### config.mk
export PLATFORM = sky130hd
export DESIGN_NAME = emm_map_break
export DESIGN_NICKNAME = d
export VERILOG_FILES = /design/src/emm_pkg.sv /design/src/emm_dec_if.sv /design/src/emm_blk_decode.sv /design/src/emm_clk_sel.sv /design/src/emm_map_break.sv
export VERILOG_INCLUDE_DIRS = /design/src
export SDC_FILE = /design/constraint.sdc
export NUM_CORES = 1
export LEC_CHECK = 0
export BUFFER_PORTS_ARGS = -buffer_cell sky130_fd_sc_hd__buf_2
export CORE_UTILIZATION = 48
export DETAILED_ROUTE_END_ITERATION = 6
export PLACE_DENSITY_LB_ADDON = 0.08
export SLEW_MARGIN = 30
export SYNTH_ARGS = -nofsm -noshare
export SYNTH_HDL_FRONTEND = slang
export SYNTH_SLANG_ARGS = --single-unit
### constraint.sdc
create_clock -name clock -period 4.6 [get_ports clock]
set_input_delay 0.92 -clock clock [delete_from_list [all_inputs] [get_ports clock]]
set_output_delay 0.92 -clock clock [all_outputs]
set_load 0.02 [all_outputs]
### src/emm_regs.svh
`ifndef EMM_REGS_SVH
`define EMM_REGS_SVH

// ----------------------------------------
// Register offsets
// ----------------------------------------
`define EMM_OFF_CTRL   8'h00
`define EMM_OFF_MAP    8'h04
`define EMM_OFF_ROMSZ  8'h08
`define EMM_OFF_STAT   8'h0C
`define EMM_OFF_HADDR  8'h10
`define EMM_OFF_HRES   8'h14

// ----------------------------------------
// Control fields
// ----------------------------------------
`define EMM_CTRL_CLK_USER 0
`define EMM_CTRL_BMM      1
`define EMM_CTRL_DEVRST   2
`define EMM_CTRL_SYSRST   3
`define EMM_CTRL_BRKCLR   4

// ----------------------------------------
// Map layout and reset values
// ----------------------------------------
`define EMM_BLOCKS      8
`define EMM_ATTR_W      3
`define EMM_MAP_RST     24'hB6DB6D
`define EMM_ONCHIP_BASE 16'hFA00

// ----------------------------------------
// Timing
// ----------------------------------------
`define EMM_INT_OSC_MHZ 16
`define EMM_CLK_MHZ     125
`define EMM_CPU_RST_NS  1000
`define EMM_CPU_RST_CYC ((`EMM_CPU_RST_NS * `EMM_CLK_MHZ + 999) / 1000)

`endif

### src/emm_pkg.sv
package emm_pkg;
  typedef enum logic [2:0] {
    ATTR_IROM,
    ATTR_TURBO,
    ATTR_ALT,
    ATTR_ALT_WP,
    ATTR_USER,
    ATTR_NONE
  } emm_attr_e;

  typedef enum logic [1:0] {
    BRK_NONE,
    BRK_WP,
    BRK_TURBO,
    BRK_NMAP
  } emm_brk_e;

  typedef logic [23:0] emm_map_t;
endpackage

### src/emm_dec_if.sv
`timescale 1ns/1ps
`default_nettype none
interface emm_dec_if;
  logic              [15:0] addr;
  logic                     valid;
  logic                     wr;
  logic                     burst;
  emm_pkg::emm_map_t        map;
  logic                     to_emu;
  logic                     to_tgt;
  emm_pkg::emm_brk_e        cause;

  modport req (output addr, output valid, output wr, output burst, output map,
               input to_emu, input to_tgt, input cause);
  modport dec (input addr, input valid, input wr, input burst, input map,
               output to_emu, output to_tgt, output cause);
endinterface
`default_nettype wire

### src/emm_blk_decode.sv
`timescale 1ns/1ps
`default_nettype none
`include "emm_regs.svh"
module emm_blk_decode (
  emm_dec_if.dec d
);
  emm_pkg::emm_attr_e attr;
  logic               onchip;

  always_comb
  begin
    attr   = emm_pkg::emm_attr_e'(d.map[d.addr[15:13]*`EMM_ATTR_W +: `EMM_ATTR_W]);
    onchip = d.addr >= `EMM_ONCHIP_BASE;
    d.to_emu = 1'b0;
    d.to_tgt = 1'b0;
    d.cause  = emm_pkg::BRK_NONE;
    // On-chip RAM and registers never leave the CPU
    if (d.valid && !onchip)
    begin
      unique case (attr)
        emm_pkg::ATTR_IROM, emm_pkg::ATTR_TURBO:
        begin
          d.to_emu = 1'b1;
          if (d.wr)
            d.cause = emm_pkg::BRK_WP;
        end
        emm_pkg::ATTR_ALT:
        begin
          d.to_emu = 1'b1;
          if (d.burst)
            d.cause = emm_pkg::BRK_TURBO;
        end
        emm_pkg::ATTR_ALT_WP:
        begin
          d.to_emu = 1'b1;
          if (d.wr)
            d.cause = emm_pkg::BRK_WP;
          else if (d.burst)
            d.cause = emm_pkg::BRK_TURBO;
        end
        emm_pkg::ATTR_USER:
        begin
          d.to_tgt = 1'b1;
          if (d.burst)
            d.cause = emm_pkg::BRK_TURBO;
        end
        default:
          d.cause = emm_pkg::BRK_NMAP;
      endcase
    end
  end
endmodule // emm_blk_decode
`default_nettype wire

### src/emm_clk_sel.sv
`timescale 1ns/1ps
`default_nettype none
module emm_clk_sel (
  input  wire logic clock,
  input  wire logic rst_b,
  input  wire logic sel_user,
  input  wire logic int_osc,
  input  wire logic user_oscillator_socket,
  output logic      cpu_clk
);
  typedef struct packed {
    logic [2:0] int_sy;
    logic [2:0] usr_sy;
    logic       int_lvl;
    logic       usr_lvl;
    logic       div;
    logic       out;
  } emm_clk_s;

  emm_clk_s st_r;
  emm_clk_s st_nxt;

  always_comb
  begin
    st_nxt        = st_r;
    st_nxt.int_sy = {st_r.int_sy[1:0], int_osc};
    st_nxt.usr_sy = {st_r.usr_sy[1:0], user_oscillator_socket};
    if (st_r.int_sy[1] == st_r.int_sy[2])
      st_nxt.int_lvl = st_r.int_sy[2];
    if (st_r.usr_sy[1] == st_r.usr_sy[2])
      st_nxt.usr_lvl = st_r.usr_sy[2];
    if (st_nxt.usr_lvl && !st_r.usr_lvl)
      st_nxt.div = ~st_r.div;
    // Only two sources, none from the target
    st_nxt.out = sel_user ? st_r.div : st_r.int_lvl;
  end

  always_ff @(posedge clock or negedge rst_b)
  begin
    if (!rst_b)
      st_r <= '0;
    else
      st_r <= st_nxt;
  end

  assign cpu_clk = st_r.out;
endmodule // emm_clk_sel
`default_nettype wire

### src/emm_map_break.sv
// Design decisions made here: the register offsets and the APB interface to the registers.
`timescale 1ns/1ps
`default_nettype none
`include "emm_regs.svh"
module emm_map_break #(
  parameter int RST_CYC = `EMM_CPU_RST_CYC
) (
  input  wire logic        clock,
  input  wire logic        rst_b,
  input  wire logic        psel,
  input  wire logic        penable,
  input  wire logic        pwrite,
  input  wire logic [7:0]  paddr,
  input  wire logic [31:0] pwdata,
  output logic      [31:0] prdata,
  output logic             pready,
  output logic             pslverr,
  input  wire logic [15:0] cpu_addr,
  input  wire logic        cpu_valid,
  input  wire logic        cpu_write,
  input  wire logic        cpu_burst,
  output logic             cpu_sel_emu,
  output logic             cpu_sel_target,
  output logic             cpu_reset_b,
  output logic             cpu_halt,
  output logic             brk_pulse,
  output logic             setup_done,
  input  wire logic        int_osc,
  input  wire logic        user_oscillator_socket,
  output logic             cpu_clk
);
  // ----------------------------------------
  // State
  // ----------------------------------------
  typedef struct packed {
    emm_pkg::emm_map_t map;
    logic              clk_user;
    logic              bmm;
    logic [2:0]        romsz;
    logic              setup;
    emm_pkg::emm_brk_e cause;
    logic              halted;
    logic              brk;
    logic [7:0]        rst_cnt;
    logic [15:0]       host_addr;
    logic              ack;
    logic [31:0]       rdata;
  } emm_top_s;

  emm_top_s st_r;
  emm_top_s st_nxt;

  emm_dec_if cpu_dec ();
  emm_dec_if host_dec ();

  logic wr_ok;
  logic rd_cyc;
  logic known;
  logic new_brk;
  logic brk_clr;

  // Each block keeps its old attribute if the new code is not allowed there
  function automatic emm_pkg::emm_map_t map_filter(input emm_pkg::emm_map_t old_m,
                                                   input emm_pkg::emm_map_t new_m);
    emm_pkg::emm_map_t res;
    logic [2:0]        a;
    res = old_m;
    for (int i = 0; i < `EMM_BLOCKS; i++)
    begin
      a = new_m[i*`EMM_ATTR_W +: `EMM_ATTR_W];
      // Top block takes user or unmapped only
      if (i == `EMM_BLOCKS - 1)
      begin
        if (a == emm_pkg::ATTR_USER || a == emm_pkg::ATTR_NONE)
          res[i*`EMM_ATTR_W +: `EMM_ATTR_W] = a;
      end
      // Six attributes in the lower blocks
      else if (a <= emm_pkg::ATTR_NONE)
        res[i*`EMM_ATTR_W +: `EMM_ATTR_W] = a;
    end
    return res;
  endfunction

  // Start-up map: ROM blocks from the bottom, user memory above
  function automatic emm_pkg::emm_map_t map_default(input logic [2:0] rom_blocks);
    emm_pkg::emm_map_t res;
    res = '0;
    for (int i = 0; i < `EMM_BLOCKS; i++)
      res[i*`EMM_ATTR_W +: `EMM_ATTR_W] = (i < rom_blocks) ? emm_pkg::ATTR_IROM : emm_pkg::ATTR_USER;
    return res;
  endfunction

  // ----------------------------------------
  // Decoders
  // ----------------------------------------
  assign cpu_dec.addr   = cpu_addr;
  assign cpu_dec.valid  = cpu_valid & cpu_reset_b & ~st_r.halted;
  assign cpu_dec.wr     = cpu_write;
  assign cpu_dec.burst  = cpu_burst;
  assign cpu_dec.map    = st_r.map;
  // Host accesses use the same live map
  assign host_dec.addr  = st_r.host_addr;
  assign host_dec.valid = 1'b1;
  assign host_dec.wr    = 1'b0;
  assign host_dec.burst = 1'b0;
  assign host_dec.map   = st_r.map;

  emm_blk_decode u_cpu_dec (
    .d (cpu_dec.dec)
  );

  emm_blk_decode u_host_dec (
    .d (host_dec.dec)
  );

  emm_clk_sel u_clk (
    .clock                  (clock),
    .rst_b                  (rst_b),
    .sel_user               (st_r.clk_user),
    .int_osc                (int_osc),
    .user_oscillator_socket (user_oscillator_socket),
    .cpu_clk                (cpu_clk)
  );

  // ----------------------------------------
  // Next state
  // ----------------------------------------
  assign known   = paddr inside {`EMM_OFF_CTRL, `EMM_OFF_MAP, `EMM_OFF_ROMSZ,
                                 `EMM_OFF_STAT, `EMM_OFF_HADDR, `EMM_OFF_HRES};
  // Writes land at the edge where the master sees pready
  assign wr_ok   = psel & penable & pwrite & st_r.ack & known;
  assign rd_cyc  = psel & penable & ~st_r.ack;
  assign new_brk = cpu_dec.cause != emm_pkg::BRK_NONE;
  assign brk_clr = wr_ok && paddr == `EMM_OFF_CTRL && pwdata[`EMM_CTRL_BRKCLR];

  always_comb
  begin
    st_nxt     = st_r;
    st_nxt.brk = 1'b0;
    st_nxt.ack = rd_cyc;
    if (st_r.rst_cnt != 8'h00)
      st_nxt.rst_cnt = st_r.rst_cnt - 8'h01;

    if (rd_cyc)
    begin
      st_nxt.rdata = 32'h0000_0000;
      unique case (paddr)
        `EMM_OFF_CTRL:  st_nxt.rdata = {30'h0, st_r.bmm, st_r.clk_user};
        `EMM_OFF_MAP:   st_nxt.rdata = {8'h00, st_r.map};
        `EMM_OFF_ROMSZ: st_nxt.rdata = {29'h0, st_r.romsz};
        `EMM_OFF_STAT:  st_nxt.rdata = {27'h0, ~cpu_reset_b, st_r.setup, st_r.halted, st_r.cause};
        `EMM_OFF_HADDR: st_nxt.rdata = {16'h0000, st_r.host_addr};
        `EMM_OFF_HRES:  st_nxt.rdata = {26'h0, host_dec.cause, 2'b00, host_dec.to_tgt, host_dec.to_emu};
        default:        st_nxt.rdata = 32'h0000_0000;
      endcase
    end

    if (wr_ok)
    begin
      unique case (paddr)
        `EMM_OFF_CTRL:
        begin
          // Clock source change resets the CPU
          if (pwdata[`EMM_CTRL_CLK_USER] != st_r.clk_user)
            st_nxt.rst_cnt = 8'(RST_CYC);
          st_nxt.clk_user = pwdata[`EMM_CTRL_CLK_USER];
          st_nxt.bmm      = pwdata[`EMM_CTRL_BMM];
          // Entering burst manager mode unmaps everything off-chip
          if (pwdata[`EMM_CTRL_BMM] && !st_r.bmm)
          begin
            st_nxt.map     = `EMM_MAP_RST;
            st_nxt.rst_cnt = 8'(RST_CYC);
          end
          // Device reset restarts the CPU and clears the halt and break cause; the map is kept
          if (pwdata[`EMM_CTRL_DEVRST])
          begin
            st_nxt.rst_cnt = 8'(RST_CYC);
            st_nxt.halted  = 1'b0;
            st_nxt.cause   = emm_pkg::BRK_NONE;
          end
          if (pwdata[`EMM_CTRL_BRKCLR])
          begin
            st_nxt.halted = 1'b0;
            st_nxt.cause  = emm_pkg::BRK_NONE;
          end
          if (pwdata[`EMM_CTRL_SYSRST])
          begin
            st_nxt.map      = `EMM_MAP_RST;
            st_nxt.clk_user = 1'b0;
            st_nxt.bmm      = 1'b0;
            st_nxt.romsz    = 3'h0;
            st_nxt.setup    = 1'b0;
            st_nxt.halted   = 1'b0;
            st_nxt.cause    = emm_pkg::BRK_NONE;
            st_nxt.rst_cnt  = 8'(RST_CYC);
          end
        end
        `EMM_OFF_MAP:
        begin
          st_nxt.map = map_filter(st_r.map, pwdata[23:0]);
          if (st_nxt.map != st_r.map)
            st_nxt.rst_cnt = 8'(RST_CYC);
        end
        `EMM_OFF_ROMSZ:
        begin
          // Start-up ROM size sets the default ROM extent; in burst manager mode every block is unmapped instead
          st_nxt.romsz   = pwdata[2:0];
          st_nxt.map     = st_r.bmm ? `EMM_MAP_RST : map_default(pwdata[2:0]);
          st_nxt.setup   = 1'b1;
          st_nxt.rst_cnt = 8'(RST_CYC);
        end
        `EMM_OFF_HADDR: st_nxt.host_addr = pwdata[15:0];
        default:        st_nxt.host_addr = st_r.host_addr;
      endcase
    end

    // Break halts and latches; a new break beats a clear
    if (new_brk)
    begin
      st_nxt.halted = 1'b1;
      st_nxt.cause  = cpu_dec.cause;
      st_nxt.brk    = 1'b1;
    end
  end

  always_ff @(posedge clock or negedge rst_b)
  begin
    if (!rst_b)
    begin
      st_r         <= '0;
      st_r.map     <= `EMM_MAP_RST;
      st_r.cause   <= emm_pkg::BRK_NONE;
      st_r.rst_cnt <= 8'(RST_CYC);
    end
    else
      st_r <= st_nxt;
  end

  // ----------------------------------------
  // Outputs
  // ----------------------------------------
  assign prdata         = st_r.rdata;
  assign pready         = st_r.ack;
  assign pslverr        = st_r.ack & ~known;
  assign cpu_reset_b    = st_r.setup & (st_r.rst_cnt == 8'h00);
  assign cpu_halt       = st_r.halted;
  assign brk_pulse      = st_r.brk;
  assign setup_done     = st_r.setup;
  assign cpu_sel_emu    = cpu_dec.to_emu & ~new_brk;
  assign cpu_sel_target = cpu_dec.to_tgt & ~new_brk;
endmodule // emm_map_break
`default_nettype wire

==> qor.yml, run 1 <==
die:
  initial_core_util_pct: 49.7
  die_area_um2: 11800
  num_io_pins: 107
  core_um2: 11000
  fp.dieW_um: 109
  dieHeight_um: 109
  row_count: 38
finish:
  final_cell_mix: "buf_2 (80), dfrtp_1 (71), nand2_1 (59), a21oi_1 (47), nor2_1 (39)"
  final_common_cell: "buf_2"
  area_delta_synth_final_pct: 10.1
  diodes: 0
  stdcell_area_um2: 6020
  nNetsFinal: 669
  drive_above_1_share_pct: 27.7
synthesis:
  synthCells: 560
  syn_area_per_cell_um2: 9.76
  synthMuxAreaShare_pct: 9.55
  ys_async_sr_fraction_pct: 100
  ys_warn_count: 0
  synth_edf_count: 0
  synth_top_family_by_area: "compound AO/OA/AOI/OAI gates"
  synthSimpleGateAreaFrac_pct: 17.3
  synth-compound-area-share_pct: 19.2
  synthFlopType: "dfrtp_1"
  syn_area_um2: 5460
  ys_seq_area_share_pct: 43.1
  synth.distinct_cells: 65
  synthAdderAreaFrac_pct: 0.824
  synth-seq-cells: 93
  synthXorXnorAreaFrac_pct: 1.44
sta:
  relSlewSlack_pct: 46.9
  hold_violations: 0
  slew_viol_final: 0
  skew_ns: 0.00553
  worst_pin_slew_ns: 0.787
  finalSetupViolCount: 0
  period_minus_slack_ns: 3.80
  setup-tns-final_ns: 0
  min_period_over_period_pct: 82.6
  fmax_ghz: 0.263
  rsz0062_at_grt: "no"
status:
  outcome: "complete, no violations"
setup_path:
  critPathCaptureType: "primary output"
  critical_path_class: "in2out"
  path_max_fanout: 7
  worstPathArrival_ns: 2.88
  required_ns: 3.68
  start_kind: "input port"
  reg2reg_slack_ns: 1.96
grt:
  grt_overflow: 0
  grt_pass1_wl_um: 23500
  grt_max_degree: 71
  antenna_found_initial: 0
  grt_usage_pct: 27.2
  first_global_vias: 4207
placement:
  dp_hpwl_um: 10800
  dpl_cell_area_um2: 5730
  place.gp.congestion: 0.935
  port_buffers: 81
clock_tree:
  cts_root_buf: "clkbuf_16"
  cts_sinks: 93
  cts_tree: "yes"
  cts_max_level: 3
  worstSkewPairLatency_ns: 0.35
  cts.clk_slew.worst_paths_ns: 0.06
  clockBufferDepth: 2
  cts_setup_buffers: 0
  cts_hold_buf: 0
  numCtsBuffers: 9
  cts_resized: 0
detailed_routing:
  drc: 0
  dr_total_vias: 4437
  dr.pass1.iters: 5
  finalWirelength_um: 14900
  wire_per_inst_um: 19.9
  via_per_inst: 5.95
  drtIter0Drc: 319
  antenna_left: 0
pwr:
  ir_drop_uv: 241
  p_leak_nw: 2.66
  cellPowerDensity_nw_per_um2: 320
  p_total_mw: 1.93
flow_run:
  max_cap_violations: 0
hold_path:
  hp-class: "reg2reg"
==> metal layers <==
| layer | up-vias | GRT usage (%) | wire [um] |
|---|---|---|---|
| met3 | 20 | 4.84 | 1020 |
| li1 | 2072 | - | - |
| met5 | - | 0 | 0 |
| met4 | 0 | 8.98 | 233 |
| met1 | 2148 | 40.6 | 7020 |
| met2 | 197 | 39.8 | 6580 |
==> report_power, final <==
group          switching, mW  leakage [nW]  internal [mW]
clock                  0.310         0.133          0.421
combinational          0.156          1.35          0.110
sequential            0.0448          1.18          0.887
total                  0.511          2.66           1.42
==> Yosys cell counts, types with 3 or more instances <==
library cell	count	area, um2
dfrtp_1	71	1780
nand2_1	59	221
a21oi_1	47	235
nor2_1	39	146
buf_4	33	248
o21ai_0	26	130
dfstp_2	22	578
mux2_2	21	236
inv_1	18	67.6
clkbuf_1	16	60.1
a22oi_1	14	105
a31oi_1	14	87.6
nor2b_1	13	81.3
buf_2	12	60.1
nor3_1	11	55.1
mux4_2	9	203
nand2b_1	8	50.1
o22a_1	8	70.1
a2bb2oi_1	7	61.3
nor3b_1	7	52.6
o31ai_1	7	52.6
and2_1	5	31.3
nand3b_1	5	37.5
nor4_1	5	31.3
xnor2_1	5	43.8
a21o_1	4	30.0
nand3_1	4	20.0
nand4_1	4	25.0
nor3_2	4	40.0
xor2_1	4	35.0
a211oi_1	3	22.5
a22o_1	3	26.3
a32oi_1	3	26.3
mux2i_1	3	30.0
o22ai_1	3	18.8
or4_4	3	33.8
==> worst max-delay path, stage by stage <==
cell	delay, ns
buf_2	0.19
mux4_2	0.51
mux2_2	0.32
nor4_1	0.50
a2111oi_4	0.09
nor3_1	0.15
buf_2	0.19
==> logic make-up after synthesis <==
kind of cell / count (synthesis)
mux: 35
buf+inv: 83
xor+xnor: 9
compound gates: 157
other cells: 1
flops: 93
fa+ha+maj: 4
simple gates: 178
==> final timing paths <==
check | cells past startpoint | from | to
max | 7 | cpu_addr[13] | cpu_sel_emu
min | 0 | u_clk.st_nxt[8] | u_clk.st_nxt[9]
max reg2reg | 6 | cpu_dec.map[6] | st_r[56]
min reg2reg | 0 | u_clk.st_nxt[8] | u_clk.st_nxt[9]
max in group asynchronous | 2 | rst_b | cpu_dec.map[0]
min in group asynchronous | 1 | rst_b | prdata[2]
==> metrics by stage <==
step	util (%)	cells	hold WS (ns)	setup slack, ns
after global routing	54.8	746	0.370	0.496
after floorplan	-	567	0.331	0.792
final	54.8	746	0.349	0.802
after CTS	54.8	746	0.351	0.783
after detailed placement	52.2	730	0.336	0.777
after global placement	52.2	730	0.333	0.836
==> flip-flops by register name, summed over array words and instances (netlist names) <==
| name | cells |
|---|---|
| prdata | 24 |
| host_dec.addr | 16 |
| u_clk.st_r | 5 |
| u_clk.st_nxt | 4 |
| st_r | 15 |
| pready | 1 |
| cpu_dec.map | 24 |
| setup_done | 1 |
| u_clk.cpu_clk | 1 |
| cpu_halt | 1 |
| brk_pulse | 1 |
==> area by class of cell <==
| cell class | count | area [um2] |
|---|---|---|
| clock inverters | 4 | 50.0 |
| inverters | 18 | 67.6 |
| fillers | 1004 | 4960 |
| clock buffers | 12 | 236 |
| flip-flops and latches | 93 | 2350 |
| repair buffers | 88 | 464 |
| multi-input cells | 391 | 2670 |
| well taps | 140 | 175 |
Power figures use the tool's default switching activity.
==> inputs of run 2 (changes only) <==
--- a/config.mk
+++ b/config.mk
@@ -6,6 +6,7 @@
 export SDC_FILE = /design/constraint.sdc
 export NUM_CORES = 1
 export LEC_CHECK = 0
+export ABC_AREA = 1
 export BUFFER_PORTS_ARGS = -buffer_cell sky130_fd_sc_hd__buf_2
 export CORE_UTILIZATION = 48
 export DETAILED_ROUTE_END_ITERATION = 6
==> constraint.sdc (replaced) <==
create_clock -name clock -period 3.6 [get_ports clock]
set_input_delay 0.72 -clock clock [delete_from_list [all_inputs] [get_ports clock]]
set_output_delay 0.72 -clock clock [all_outputs]
set_load 0.02 [all_outputs]
==> qor.yml, run 2 <==
placement:
  dp_hpwl_um: 11000
  port_buffers: 81
  place.gp.congestion: 0.894
synthesis:
  synth_top_family_by_area: "simple AND/OR/NAND/NOR gates"
  ys_warn_count: 0
  synth-compound-area-share_pct: 16.4
  yosysTopAreaCell: "dfrtp_1"
  synthMuxAreaShare_pct: 0
  synthSimpleGateAreaFrac_pct: 27.8
  syn_area_per_cell_um2: 7.81
  ys_async_sr_fraction_pct: 100
  synth_commonest_cells: "nand2_1 (194), inv_1 (79), dfrtp_1 (71)"
  synth_top_area_share_pct: 30.5
  synthXorXnorAreaFrac_pct: 1.51
  synth-seq-cells: 93
  synthFlopType: "dfrtp_1"
  synth.most_common_cell: "nand2_1"
  synthAdderAreaFrac_pct: 0.774
  ys_seq_area_share_pct: 40.5
  synthCells: 745
  syn_area_um2: 5820
  synth.distinct_cells: 54
  synth_area_leaders: "dfrtp_1 (31%), nand2_1 (13%), dfstp_2 (9.9%), inv_1 (5.1%), nand3_1 (4.5%)"
  synth_edf_count: 0
die:
  num_io_pins: 107
  fp.dieW_um: 112
  die_area_um2: 12600
  core_um2: 11600
  row_count: 39
  initial_core_util_pct: 50.1
  dieHeight_um: 112
setup_path:
  reg2reg_to: "prdata[4]"
  reg2reg_slack_ns: 1.44
  crit_end: "cpu_sel_emu"
  required_ns: 2.88
  critPathCaptureType: "primary output"
  critical_path_class: "reg2out"
  setup.worst_path.start: "st_r[49]"
  path_max_fanout: 10
  start_kind: "flop"
  reg2reg_from: "st_r[49]"
  worstPathArrival_ns: 2.43
  rr_worst_depth: 11
sta:
  fmax_ghz: 0.317
  setup-tns-final_ns: 0
  period_minus_slack_ns: 3.15
  min_period_over_period_pct: 87.6
  slew_viol_final: 0
  skew_ns: 0.00989
  rsz0062_at_grt: "no"
  hold_violations: 0
  worst_pin_slew_ns: 0.867
  relSlewSlack_pct: 41.8
  finalSetupViolCount: 0
finish:
  final_util_pct: 54.9
  diodes: 0
  area_delta_synth_final_pct: 9.61
  drive_above_1_share_pct: 23.6
  final_cell_mix: "nand2_1 (194), buf_2 (80), inv_1 (79), dfrtp_1 (71), nand3_1 (52)"
  final_common_cell: "nand2_1"
  nNetsFinal: 861
hold_path:
  min_from: "u_clk.st_nxt[5]"
  hp-class: "reg2reg"
grt:
  grt_max_degree: 50
  first_global_vias: 4929
  grt_pass1_wl_um: 24400
  grt_usage_pct: 25.1
  grt_overflow: 0
  antenna_found_initial: 0
clock_tree:
  cts.clk_slew.worst_paths_ns: 0.06
  worstSkewPairLatency_ns: 0.36
  cts_tree: "yes"
  cts_hold_buf: 0
  cts_max_level: 3
  cts_setup_buffers: 0
  cts_resized: 0
  cts_root_buf: "clkbuf_16"
  clockBufferDepth: 2
  numCtsBuffers: 9
  cts_sinks: 93
detailed_routing:
  finalWirelength_um: 14800
  via_per_inst: 5.50
  wire_per_inst_um: 15.8
  dr.pass1.iters: 7
  dr_total_vias: 5179
  drc: 4
  antenna_left: 0
  drtIter0Drc: 348
status:
  violations: "DRC"
  outcome: "finished, violations left"
pwr:
  p_leak_nw: 3.15
  cellPowerDensity_nw_per_um2: 368
  ir_drop_uv: 451
flow_run:
  max_cap_violations: 0
==> run 2: changes by cell type after synthesis, sizes merged, moves of 11 or more <==
cell   previous run  this run
a21oi            47        30
a22oi            14         0
a31oi            14         2
inv              18        87
mux2             21         0
mux4             11         0
nand2            59       206
nand3             4        62
nor2b            13         0
o21ai            27        76
==> run 2: how the worst min path moves through the flow <==
stage	to	slack, ns	cells after the start
floorplan	u_clk.st_nxt[6]	0.33	0
global placement	u_clk.st_nxt[6]	0.34	0
detailed placement	u_clk.st_nxt[6]	0.34	0
CTS	u_clk.st_nxt[6]	0.36	0
global route	u_clk.st_nxt[6]	0.37	0
finish	u_clk.st_nxt[6]	0.35	0
==> run 2: report_power, final <==
part           switching, mW  internal (mW)  leakage [nW]  total (mW)
Combinational          0.162         0.0822          1.87       0.244
Sequential            0.0231           1.10          1.14        1.12
Clock                  0.423          0.562         0.149       0.984
Total                  0.608           1.74          3.15        2.35
==> run 2: final cells by class <==
cell class | instances | area (um2)
multi-input combinational | 514 | 2730
clock buffer | 10 | 239
timing repair buffer | 86 | 458
fill | 1106 | 5240
sequential | 93 | 2350
clock inverter | 6 | 68.8
inverter | 89 | 344
tap | 143 | 179
==> run 2: kinds of logic (layout without fill, tap and decap cells) <==
logic type	after synthesis	after routing
and+or+nand+nor	341	341
DFF	93	93
xor gates and xnor gates	10	10
buffers and inverters	145	191
other	1	8
AOI/OAI and AO/OA	151	151
adders and majority gates	4	4
==> run 2: critical path: stages, from the launching register on <==
cell and delay, ns:
dfstp_2 0.36, inv_1 0.14, ha_1 0.18, inv_1 0.04
nor3_1 0.18, nand3_2 0.23, nor2_2 0.26, nand3_1 0.15
inv_1 0.11, nand2_1 0.13, nand2_2 0.11, nor3_1 0.05
buf_2 0.16
==> run 2: per-stage QoR <==
stage | std cells | total power, mW | area, um2 | setup WS, ns | hold WS [ns]
after floorplan | 752 | 1.29 | 5840 | 0.835 | 0.331
after global placement | 925 | 1.38 | 6070 | 0.656 | 0.343
after detailed placement | 925 | 1.38 | 6070 | 0.623 | 0.339
after CTS | 941 | 2.38 | 6380 | 0.390 | 0.357
after global routing | 941 | 2.45 | 6380 | 0.164 | 0.368
final | 941 | 2.35 | 6380 | 0.446 | 0.354
==> run 2: per-layer routing <==
layer | GRT usage [%] | share of wire [%]
met1 | 32.6 | 46
met2 | 41.4 | 47
met3 | 5.24 | 5.2
met4 | 9.60 | 2.0
met5 | 0 | 0
